<file path="src/pp_pkg.sv">
// Package with register map, bit positions, reset values and timing counts of the port
`default_nettype none

package pp_pkg;

    ////////////////////////////////////////////////////////////////////////////////
    // Bus geometry: register offsets are word indices, byte address is four times
    localparam int ADDR_W = 5;
    localparam int DATA_W = 32;
    localparam int BE_W = 4;
    localparam int IDX_W = 3;
    localparam logic [2:0] IDX_DATA = 3'h0;
    localparam logic [2:0] IDX_STATUS = 3'h1;
    localparam logic [2:0] IDX_CTRL = 3'h2;
    localparam logic [2:0] IDX_IRQ_STAT = 3'h3;
    localparam logic [2:0] IDX_IRQ_MASK = 3'h4;

    ////////////////////////////////////////////////////////////////////////////////
    // Status buffer bit positions
    localparam int ST_BUSY = 7;
    localparam int ST_ACK_N = 6;
    localparam int ST_PAPER_END = 5;
    localparam int ST_SELECTED = 4;
    localparam int ST_ERROR_N = 3;

    ////////////////////////////////////////////////////////////////////////////////
    // Control latch bit positions and values
    localparam int CT_STROBE = 0;
    localparam int CT_AUTOFEED = 1;
    localparam int CT_INIT_N = 2;
    localparam int CT_SELECT_IN = 3;
    localparam int CT_ACK_IRQ_EN = 4;
    localparam int CT_DIR_IN = 5;
    localparam int CTRL_W = 6;
    localparam logic [5:0] CTRL_RESET = 6'h04;
    localparam logic [5:0] CTRL_RD_MASK = 6'h1F;
    localparam logic [7:0] DATA_RESET = 8'h00;

    ////////////////////////////////////////////////////////////////////////////////
    // Interrupt status bits
    localparam int IRQ_W = 2;
    localparam int IRQ_ACK_RISE = 0;
    localparam int IRQ_ERROR = 1;
    localparam logic [1:0] IRQ_RESET = 2'h0;

    ////////////////////////////////////////////////////////////////////////////////
    // Timing: least times round up to whole clock cycles
    localparam int CLK_PERIOD_NS = 8;
    localparam int STROBE_MIN_NS = 500;
    localparam int INIT_MIN_US = 50;
    localparam int STROBE_MIN_CYC = (STROBE_MIN_NS + CLK_PERIOD_NS - 1) / CLK_PERIOD_NS;
    localparam int INIT_MIN_CYC = (INIT_MIN_US * 1000 + CLK_PERIOD_NS - 1) / CLK_PERIOD_NS;
    localparam int STROBE_CNT_W = $clog2(STROBE_MIN_CYC + 1);
    localparam int LEN_W = 16;

    typedef enum logic {PP_BUS_IDLE, PP_BUS_ANSWER} pp_bus_state_t;

endpackage : pp_pkg

`default_nettype wire

</file>
<file path="src/pp_reg_if.sv">
// Interface carrying register accesses from the bus slave to the register file
`timescale 1ns/1ns
`default_nettype none

interface pp_reg_if;
    logic wr;
    logic [2:0] idx;
    logic [7:0] wdata;
    logic be;
    logic [7:0] rdata;
    modport bus (output wr, output idx, output wdata, output be, input rdata);
    modport regs (input wr, input idx, input wdata, input be, output rdata);
endinterface : pp_reg_if

`default_nettype wire

</file>
<file path="src/pp_regbus.sv">
// Avalon-MM slave with one wait state, feeding the register file
`timescale 1ns/1ns
`default_nettype none

module pp_regbus (
    input wire logic clk_sys_i,
    input wire logic rst_i,
    input wire logic [pp_pkg::ADDR_W-1:0] avs_address_i,
    input wire logic avs_read_i,
    input wire logic avs_write_i,
    input wire logic [pp_pkg::DATA_W-1:0] avs_writedata_i,
    input wire logic [pp_pkg::BE_W-1:0] avs_byteenable_i,
    output logic [pp_pkg::DATA_W-1:0] avs_readdata_o,
    output logic avs_waitrequest_o,
    pp_reg_if.bus regs
);

    pp_pkg::pp_bus_state_t state;
    wire logic req = avs_read_i | avs_write_i;
    wire logic in_answer = (state == pp_pkg::PP_BUS_ANSWER);

    // Writes land at the edge where the master sees waitrequest low
    assign regs.wr = avs_write_i & in_answer;
    assign regs.idx = avs_address_i[pp_pkg::ADDR_W-1:2];
    assign regs.wdata = avs_writedata_i[7:0];
    assign regs.be = avs_byteenable_i[0];

    always_ff @(posedge clk_sys_i) begin
        if (rst_i) begin
            state <= pp_pkg::PP_BUS_IDLE;
            avs_waitrequest_o <= 1'b1;
            avs_readdata_o <= 32'h00000000;
        end else begin
            unique case (state)
                pp_pkg::PP_BUS_IDLE: begin
                    if (req) begin
                        state <= pp_pkg::PP_BUS_ANSWER;
                        avs_waitrequest_o <= 1'b0;
                        avs_readdata_o <= avs_read_i ? {24'h000000, regs.rdata} : 32'h00000000;
                    end
                end
                pp_pkg::PP_BUS_ANSWER: begin
                    state <= pp_pkg::PP_BUS_IDLE;
                    avs_waitrequest_o <= 1'b1;
                end
            endcase
        end
    end

endmodule : pp_regbus

`default_nettype wire

</file>
<file path="src/pp_irq.sv">
// Sticky interrupt status with write-one-to-clear, mask and one level output
`timescale 1ns/1ns
`default_nettype none

module pp_irq #(
    parameter int N = 2
) (
    input wire logic clk_sys_i,
    input wire logic rst_i,
    input wire logic [N-1:0] event_i,
    input wire logic clr_we_i,
    input wire logic mask_we_i,
    input wire logic [N-1:0] wdata_i,
    output logic [N-1:0] status_o,
    output logic [N-1:0] mask_o,
    output logic irq_o
);

    // Set beats clear so an event in the clearing cycle survives
    wire logic [N-1:0] clr_bits = clr_we_i ? wdata_i : '0;
    wire logic [N-1:0] next_status = (status_o & ~clr_bits) | event_i;
    wire logic [N-1:0] next_mask = mask_we_i ? wdata_i : mask_o;

    always_ff @(posedge clk_sys_i) begin
        if (rst_i) begin
            status_o <= '0;
            mask_o <= '0;
            irq_o <= 1'b0;
        end else begin
            status_o <= next_status;
            mask_o <= next_mask;
            irq_o <= |(next_status & next_mask);
        end
    end

endmodule : pp_irq

`default_nettype wire

</file>
<file path="src/pp_top.sv">
// Byte-wide printer port: registers, pin drivers, pulse stretchers and interrupts
//
// Notes on behaviour
// - Data read in output mode returns the output latch, not the pins.
// - Data at index 0, status at index 1, control at index 2.
// - Status bit 7 shows busy; host sends no strobe while busy; here pp_strobe_o is not gated by pp_busy_i.
// - Status bit 6 shows live acknowledge level; zero means byte taken.
// - Status bit 5 reads one when paper has run out.
// - Status bit 4 reads one when peripheral is selected.
// - Status bit 3 reads zero on peripheral error, active low.
// - Control read returns the current control latch contents; here bit 5, the direction bit, reads zero.
// - Control bit 5 set releases data drivers for input; clear drives.
// - Control bit 4 enables interrupt on each acknowledge low-to-high edge.
// - Control bit 3 set asserts select-in toward the peripheral.
// - Control bit 2 zero asserts initialize, held fifty microseconds minimum.
// - Control bit 1 set asserts auto-feed for line advance.
// - Control bit 0 drives strobe, held half a microsecond minimum.
// - Eight-bit data path driven from the host-written output latch.
//
// Decided for this implementation: the Avalon-MM register port.
`timescale 1ns/1ns
`default_nettype none

module pp_top #(
    parameter int INIT_MIN_CYC = pp_pkg::INIT_MIN_CYC
) (
    input wire logic clk_sys_i,
    input wire logic rst_i,
    input wire logic [pp_pkg::ADDR_W-1:0] avs_address_i,
    input wire logic avs_read_i,
    input wire logic avs_write_i,
    input wire logic [pp_pkg::DATA_W-1:0] avs_writedata_i,
    input wire logic [pp_pkg::BE_W-1:0] avs_byteenable_i,
    output logic [pp_pkg::DATA_W-1:0] avs_readdata_o,
    output logic avs_waitrequest_o,
    input wire logic [7:0] pp_data_i,
    output logic [7:0] pp_data_o,
    output logic pp_data_oe_o,
    output logic pp_strobe_o,
    output logic pp_autofeed_o,
    output logic pp_init_o,
    output logic pp_select_in_o,
    input wire logic pp_busy_i,
    input wire logic pp_ack_n_i,
    input wire logic pp_paper_end_i,
    input wire logic pp_selected_i,
    input wire logic pp_error_n_i,
    output logic irq_o
);

    localparam int INIT_CNT_W = $clog2(INIT_MIN_CYC + 1);

    ////////////////////////////////////////////////////////////////////////////////
    // Bus slave
    pp_reg_if reg_bus ();

    pp_regbus u_regbus (
        .clk_sys_i(clk_sys_i),
        .rst_i(rst_i),
        .avs_address_i(avs_address_i),
        .avs_read_i(avs_read_i),
        .avs_write_i(avs_write_i),
        .avs_writedata_i(avs_writedata_i),
        .avs_byteenable_i(avs_byteenable_i),
        .avs_readdata_o(avs_readdata_o),
        .avs_waitrequest_o(avs_waitrequest_o),
        .regs(reg_bus.bus)
    );

    ////////////////////////////////////////////////////////////////////////////////
    // Register state
    logic [7:0] out_latch;
    logic [pp_pkg::CTRL_W-1:0] ctrl;
    logic ack_n_prev;
    logic error_n_prev;
    logic [pp_pkg::STROBE_CNT_W-1:0] strobe_cnt;
    logic [INIT_CNT_W-1:0] init_cnt;
    logic [pp_pkg::IRQ_W-1:0] irq_stat;
    logic [pp_pkg::IRQ_W-1:0] irq_mask;

    ////////////////////////////////////////////////////////////////////////////////
    // Address decode
    wire logic wr_ok = reg_bus.wr & reg_bus.be;
    wire logic data_we = wr_ok & (reg_bus.idx == pp_pkg::IDX_DATA);
    wire logic ctrl_we = wr_ok & (reg_bus.idx == pp_pkg::IDX_CTRL);
    wire logic irq_clr_we = wr_ok & (reg_bus.idx == pp_pkg::IDX_IRQ_STAT);
    wire logic irq_mask_we = wr_ok & (reg_bus.idx == pp_pkg::IDX_IRQ_MASK);
    // Bits 7:6 of a control write are dropped here
    wire logic [pp_pkg::CTRL_W-1:0] next_ctrl = reg_bus.wdata[pp_pkg::CTRL_W-1:0];

    ////////////////////////////////////////////////////////////////////////////////
    // Read mux
    wire logic dir_in = ctrl[pp_pkg::CT_DIR_IN];
    // Input mode shows the pins; output mode shows the latch so undriven lines never leak
    wire logic [7:0] data_rd = dir_in ? pp_data_i : out_latch;
    wire logic [7:0] status_rd = {pp_busy_i, pp_ack_n_i, pp_paper_end_i, pp_selected_i,
                                  pp_error_n_i, 3'h0};
    // Direction bit is write-only and reads zero
    wire logic [7:0] ctrl_rd = {2'h0, ctrl & pp_pkg::CTRL_RD_MASK};
    wire logic [7:0] irq_stat_rd = {6'h00, irq_stat};
    wire logic [7:0] irq_mask_rd = {6'h00, irq_mask};

    assign reg_bus.rdata = (reg_bus.idx == pp_pkg::IDX_DATA) ? data_rd :
                           (reg_bus.idx == pp_pkg::IDX_STATUS) ? status_rd :
                           (reg_bus.idx == pp_pkg::IDX_CTRL) ? ctrl_rd :
                           (reg_bus.idx == pp_pkg::IDX_IRQ_STAT) ? irq_stat_rd :
                           (reg_bus.idx == pp_pkg::IDX_IRQ_MASK) ? irq_mask_rd :
                           8'h00;

    ////////////////////////////////////////////////////////////////////////////////
    // Latches
    always_ff @(posedge clk_sys_i) begin
        if (rst_i) begin
            out_latch <= pp_pkg::DATA_RESET;
        end else if (data_we) begin
            out_latch <= reg_bus.wdata;
        end
    end

    always_ff @(posedge clk_sys_i) begin
        if (rst_i) begin
            ctrl <= pp_pkg::CTRL_RESET;
        end else if (ctrl_we) begin
            ctrl <= next_ctrl;
        end
    end

    ////////////////////////////////////////////////////////////////////////////////
    // Pulse stretchers: a short software pulse still meets the peripheral's minimum
    wire logic strobe_start = ctrl_we & next_ctrl[pp_pkg::CT_STROBE] & ~ctrl[pp_pkg::CT_STROBE];
    wire logic init_start = ctrl_we & ~next_ctrl[pp_pkg::CT_INIT_N] & ctrl[pp_pkg::CT_INIT_N];
    wire logic strobe_busy = (strobe_cnt != '0);
    wire logic init_busy = (init_cnt != '0);

    always_ff @(posedge clk_sys_i) begin
        if (rst_i) begin
            strobe_cnt <= '0;
        end else if (strobe_start) begin
            strobe_cnt <= pp_pkg::STROBE_CNT_W'(pp_pkg::STROBE_MIN_CYC);
        end else if (strobe_busy) begin
            strobe_cnt <= strobe_cnt - 1'b1;
        end
    end

    always_ff @(posedge clk_sys_i) begin
        if (rst_i) begin
            init_cnt <= '0;
        end else if (init_start) begin
            init_cnt <= INIT_CNT_W'(INIT_MIN_CYC);
        end else if (init_busy) begin
            init_cnt <= init_cnt - 1'b1;
        end
    end

    ////////////////////////////////////////////////////////////////////////////////
    // Pin drivers, all registered
    always_ff @(posedge clk_sys_i) begin
        if (rst_i) begin
            pp_data_o <= pp_pkg::DATA_RESET;
            pp_data_oe_o <= 1'b0;
            pp_strobe_o <= 1'b0;
            pp_autofeed_o <= 1'b0;
            pp_init_o <= 1'b0;
            pp_select_in_o <= 1'b0;
        end else begin
            pp_data_o <= out_latch;
            pp_data_oe_o <= ~dir_in;
            pp_strobe_o <= ctrl[pp_pkg::CT_STROBE] | strobe_busy;
            pp_autofeed_o <= ctrl[pp_pkg::CT_AUTOFEED];
            pp_init_o <= ~ctrl[pp_pkg::CT_INIT_N] | init_busy;
            pp_select_in_o <= ctrl[pp_pkg::CT_SELECT_IN];
        end
    end

    ////////////////////////////////////////////////////////////////////////////////
    // Events and interrupts
    always_ff @(posedge clk_sys_i) begin
        if (rst_i) begin
            ack_n_prev <= 1'b1;
            error_n_prev <= 1'b1;
        end else begin
            ack_n_prev <= pp_ack_n_i;
            error_n_prev <= pp_error_n_i;
        end
    end

    // Acknowledge edge gated by the enable bit; with the bit clear no acknowledge event is recorded at all
    wire logic ack_rise = pp_ack_n_i & ~ack_n_prev & ctrl[pp_pkg::CT_ACK_IRQ_EN];
    wire logic error_fall = ~pp_error_n_i & error_n_prev;
    wire logic [pp_pkg::IRQ_W-1:0] irq_events = {error_fall, ack_rise};

    pp_irq #(
        .N(pp_pkg::IRQ_W)
    ) u_irq (
        .clk_sys_i(clk_sys_i),
        .rst_i(rst_i),
        .event_i(irq_events),
        .clr_we_i(irq_clr_we),
        .mask_we_i(irq_mask_we),
        .wdata_i(reg_bus.wdata[pp_pkg::IRQ_W-1:0]),
        .status_o(irq_stat),
        .mask_o(irq_mask),
        .irq_o(irq_o)
    );

    ////////////////////////////////////////////////////////////////////////////////
    // Checks
    logic [pp_pkg::LEN_W-1:0] strobe_len;
    logic [pp_pkg::LEN_W-1:0] init_len;
    localparam int STROBE_NEED = pp_pkg::STROBE_MIN_CYC;

    always_ff @(posedge clk_sys_i) begin
        if (rst_i) begin
            strobe_len <= '0;
            init_len <= '0;
        end else begin
            strobe_len <= pp_strobe_o ? ((strobe_len == '1) ? strobe_len : strobe_len + 1'b1) : '0;
            init_len <= pp_init_o ? ((init_len == '1) ? init_len : init_len + 1'b1) : '0;
        end
    end

    wire logic rd_take = avs_read_i & avs_waitrequest_o;
    wire logic [2:0] rd_idx = avs_address_i[pp_pkg::ADDR_W-1:2];
endmodule : pp_top

`default_nettype wire

</file>
<file path="config.mk">
export PLATFORM = sky130hd
export DESIGN_NAME = pp_top
export DESIGN_NICKNAME = d
export VERILOG_FILES = /design/src/pp_pkg.sv /design/src/pp_reg_if.sv /design/src/pp_regbus.sv /design/src/pp_irq.sv /design/src/pp_top.sv
export SDC_FILE = /design/constraint.sdc
export NUM_CORES = 1
export LEC_CHECK = 0
export ABC_CLOCK_PERIOD_IN_PS = 2150
export BUFFER_PORTS_ARGS = -buffer_cell sky130_fd_sc_hd__buf_2
export CAP_MARGIN = 20
export CORE_MARGIN = 10
export CORE_UTILIZATION = 46
export CTS_CLUSTER_SIZE = 24
export DETAILED_ROUTE_END_ITERATION = 10
export PLACE_DENSITY_LB_ADDON = 0.2
export RECOVER_POWER = 100
export REMOVE_ABC_BUFFERS = 1
export SLEW_MARGIN = 40
export SYNTH_ARGS = -nofsm -noshare
export SYNTH_HDL_FRONTEND = slang
export SYNTH_SLANG_ARGS = --single-unit
</file>
<file path="constraint.sdc">
create_clock -name clk_sys_i -period 2.15 [get_ports clk_sys_i]
set_input_delay 0.5375 -clock clk_sys_i [delete_from_list [all_inputs] [get_ports clk_sys_i]]
set_output_delay 0.5375 -clock clk_sys_i [all_outputs]
set_load 0.02 [all_outputs]
</file>
==> flow_summary_export.csv <==
group,metric,value,unit
synthesis,synthMuxAreaShare,0.107,
synthesis,synth_edf_count,0,
critical_path,reg2reg_from,"strobe_cnt[0]",
die,num_rows,29,
die,coreArea,6280,um2
sta,post-route-period-util,0.903,
worst_hold_path,hold_start,"pp_ack_n_i",
die,num_io_pins,105,
cells_and_area,drive_above_1_share,0.173,
critical_path,arrival,2210,ps
die,die_h,99.8,um
sta,finalSetupViolations,0,
sta,whs,435,ps
routing,dr.pass1.iters,4,
status,status,"finished, final reports clean",
sta,hold_viol,0,
cells_and_area,nFillCells,624,
worst_hold_path,min_to,"ack_n_prev",
synthesis,synth.avg_cell_area,9.09,um2
clocking,htree_num_levels,3,
clocking,post_cts_resized,0,
clocking,cts_buffers,9,
sta,worst_slew_pin_slew,893,ps
synthesis,yosysWarnings,0,
sta,slew_viol_final,0,
synthesis,synthXorXnorAreaFrac,0.00598,
sta,clock_skew,6.37,ps
sta,rsz0062_at_grt,"false",
routing,wl_per_cell,15.3,um
clocking,cts_hold_buffers,0,
synthesis,ys_seq_area_frac,0.431,
synthesis,syn-instance-count,322,
sta,slew_headroom,0.405,
sta,max_freq,0.515,GHz
synthesis,yosysUniqueCellTypes,49,
routing,antenna_left,0,
critical_path,cp.required,2420,ps
run,maxCapViolCount,0,
clocking,clk_path_buf_depth,2,
clocking,post_cts_buffers,0,
synthesis,synth_compound_area_frac,0.127,
cells_and_area,final_cell_mix,"63 x dfxtp_1, 36 x nor2_1, 27 x buf_2",
global_routing,grt_pass1_vias,2362,
clocking,clk_pin_slew_worst_paths,70,ps
critical_path,endpoint_kind,"flop",
global_routing,globalRouteTotalUtil,0.142,
routing,finalWirelength,7000,um
die,initial_core_util,0.466,
die,fp.dieW,99.8,um
sta,fin_crit,1940,ps
synthesis,synth-simple-area-share,0.220,
synthesis,synth_area,2930,um2
synthesis,async_reset_ff_frac,0,
cells_and_area,area_delta_synth_final,15.9,%
synthesis,synthAdderAreaFrac,0.0128,
worst_hold_path,hp-class,"primary input to flop",
placement,numPortBuffers,51,
worst_hold_path,hold_depth,2,
global_routing,antenna_found_initial,0,
routing,drt_iter0_drc,117,
routing,via_per_inst,5.14,
routing,post-route-drc-count,0,
routing,num_vias,2361,
critical_path,r2r_cells,6,
power_and_ir_drop,irDropWorstVdd,829,uV
global_routing,grt_max_degree,22,
power_and_ir_drop,power,3900,uW
power_and_ir_drop,p_per_area,1150,nW/um2
synthesis,synth_top_flop_cell,"dfxtp_1",
cells_and_area,final_common_cell,"dfxtp_1",
synthesis,synth_top_family_by_area,"simple AND/OR/NAND/NOR gates",
clocking,root_buffer,"clkbuf_8",
power_and_ir_drop,leakage,0.00142,uW
clocking,cts_num_sinks,63,
cells_and_area,fin_nets,438,
critical_path,rrSetupSlack,210,ps
placement,dp_hpwl,5290,um
clocking,cts_tree,"done",
cells_and_area,diodes,0,
critical_path,crit_type,"flop to flop",
die,die-area,9960,um2
sta,finalSetupTns,0,ps
clocking,clk_latency,330,ps
critical_path,startpoint_type,"flop",
placement,gp_congestion,0.854,
critical_path,path_max_fanout,6,
global_routing,grt_pass1_wl,11500,um
synthesis,synth.ff_latch_count,63,
critical_path,rr_endpoint,"strobe_cnt[1]",
global_routing,grt-ovfl-total,0,
[per-layer routing]
layer | share of wire | track usage
met1 | 0.47 | 0.184
met5 | 0 | 0
met2 | 0.44 | 0.203
met3 | 0.080 | 0.0598
met4 | 0.011 | 0.0573
[how the worst max path moves through the flow]
stage / from / endpoint / cells after the start
4_1_cts: strobe_cnt[0] / strobe_cnt[1] / 6
6_report: strobe_cnt[0] / strobe_cnt[1] / 6
2_1_floorplan: strobe_cnt[0] / strobe_cnt[1] / 6
5_1_grt: strobe_cnt[0] / strobe_cnt[1] / 6
3_3_place_gp: avs_address_i[4] / out_latch[7] / 5
3_5_place_dp: avs_address_i[4] / out_latch[6] / 5
[final cells by class]
class / instances / area [um2] / area share
Multi-Input combinational cell: 234 / 1470 / 0.433
Sequential cell: 63 / 1260 / 0.372
Timing Repair Buffer: 61 / 294 / 0.0867
Clock buffer: 14 / 183 / 0.0538
Tap cell: 77 / 96.3 / 0.0284
Clock inverter: 2 / 60.1 / 0.0177
Inverter: 8 / 30.0 / 0.00885
[synthesized netlist by cell type (2+ instances only)]
library cell	count	area share
and4_1	3	0.0090
nand2b_1	4	0.0085
a41o_1	2	0.0068
buf_2	2	0.0034
nor3b_1	2	0.0051
or3_1	5	0.011
inv_1	8	0.010
buf_4	24	0.062
nor4_1	3	0.0064
o21ai_0	17	0.029
nor2b_1	13	0.028
nor2_1	36	0.046
nand4b_1	2	0.0060
or2_2	2	0.0043
nand4_1	5	0.011
nor3_1	6	0.010
ha_1	3	0.013
mux2i_1	23	0.079
buf_1	3	0.0038
nand3b_1	5	0.013
clkbuf_1	10	0.013
xnor2_1	2	0.0060
a22o_1	5	0.015
a31oi_1	5	0.011
and2_1	4	0.0085
a311oi_1	2	0.0060
o31ai_1	2	0.0051
dfxtp_1	63	0.43
nand2_1	14	0.018
mux2_2	6	0.023
a21oi_1	15	0.026
nand3_1	6	0.010
a22oi_1	4	0.010
[flip-flops by register name, summed over array words and instances (netlist names), 2 cells and up]
signal and count:
strobe_cnt 6, init_cnt 13, pp_data_o 8, u_irq.status_o 2
ctrl 6, u_regbus.avs_readdata_o 8, out_latch 8, u_irq.mask_o 2
[power by group]
part	switching [uW]	internal, uW	leakage (uW)
Clock	436	781	0.000123
Combinational	676	504	0.000786
Sequential	167	1340	0.000514
[through the flow]
stage / worst slack (ps) / cells / util / cell area (um2)
2_1_floorplan: 357 / 305 / - / 2760
3_3_place_gp: 201 / 443 / 0.508 / 3190
3_5_place_dp: 173 / 443 / 0.508 / 3190
4_1_cts: 230 / 459 / 0.547 / 3430
5_1_grt: 110 / 459 / 0.541 / 3390
6_report: 208 / 459 / 0.541 / 3390
[critical path, cell delays in order (launching register included)]
cell and delay [ps]:
dfxtp_1 330, inv_1 60, ha_1 170, or3b_4 390, or3_1 430, mux2_1 370
a21oi_2 130
[logic make-up (layout without fill, tap and decap cells)]
| kind of cell | Yosys count | count (layout) |
|---|---|---|
| AND/OR/NAND/NOR | 117 | 117 |
| flip-flops | 63 | 63 |
| AO/OA/AOI/OAI | 58 | 58 |
| buffers and inverters | 48 | 85 |
| multiplexers | 30 | 30 |
| adder cells (fa/ha/maj) | 3 | 3 |
| XOR/XNOR | 2 | 2 |
| other | 1 | 24 |
No activity file was read; power rests on OpenSTA's default activity.
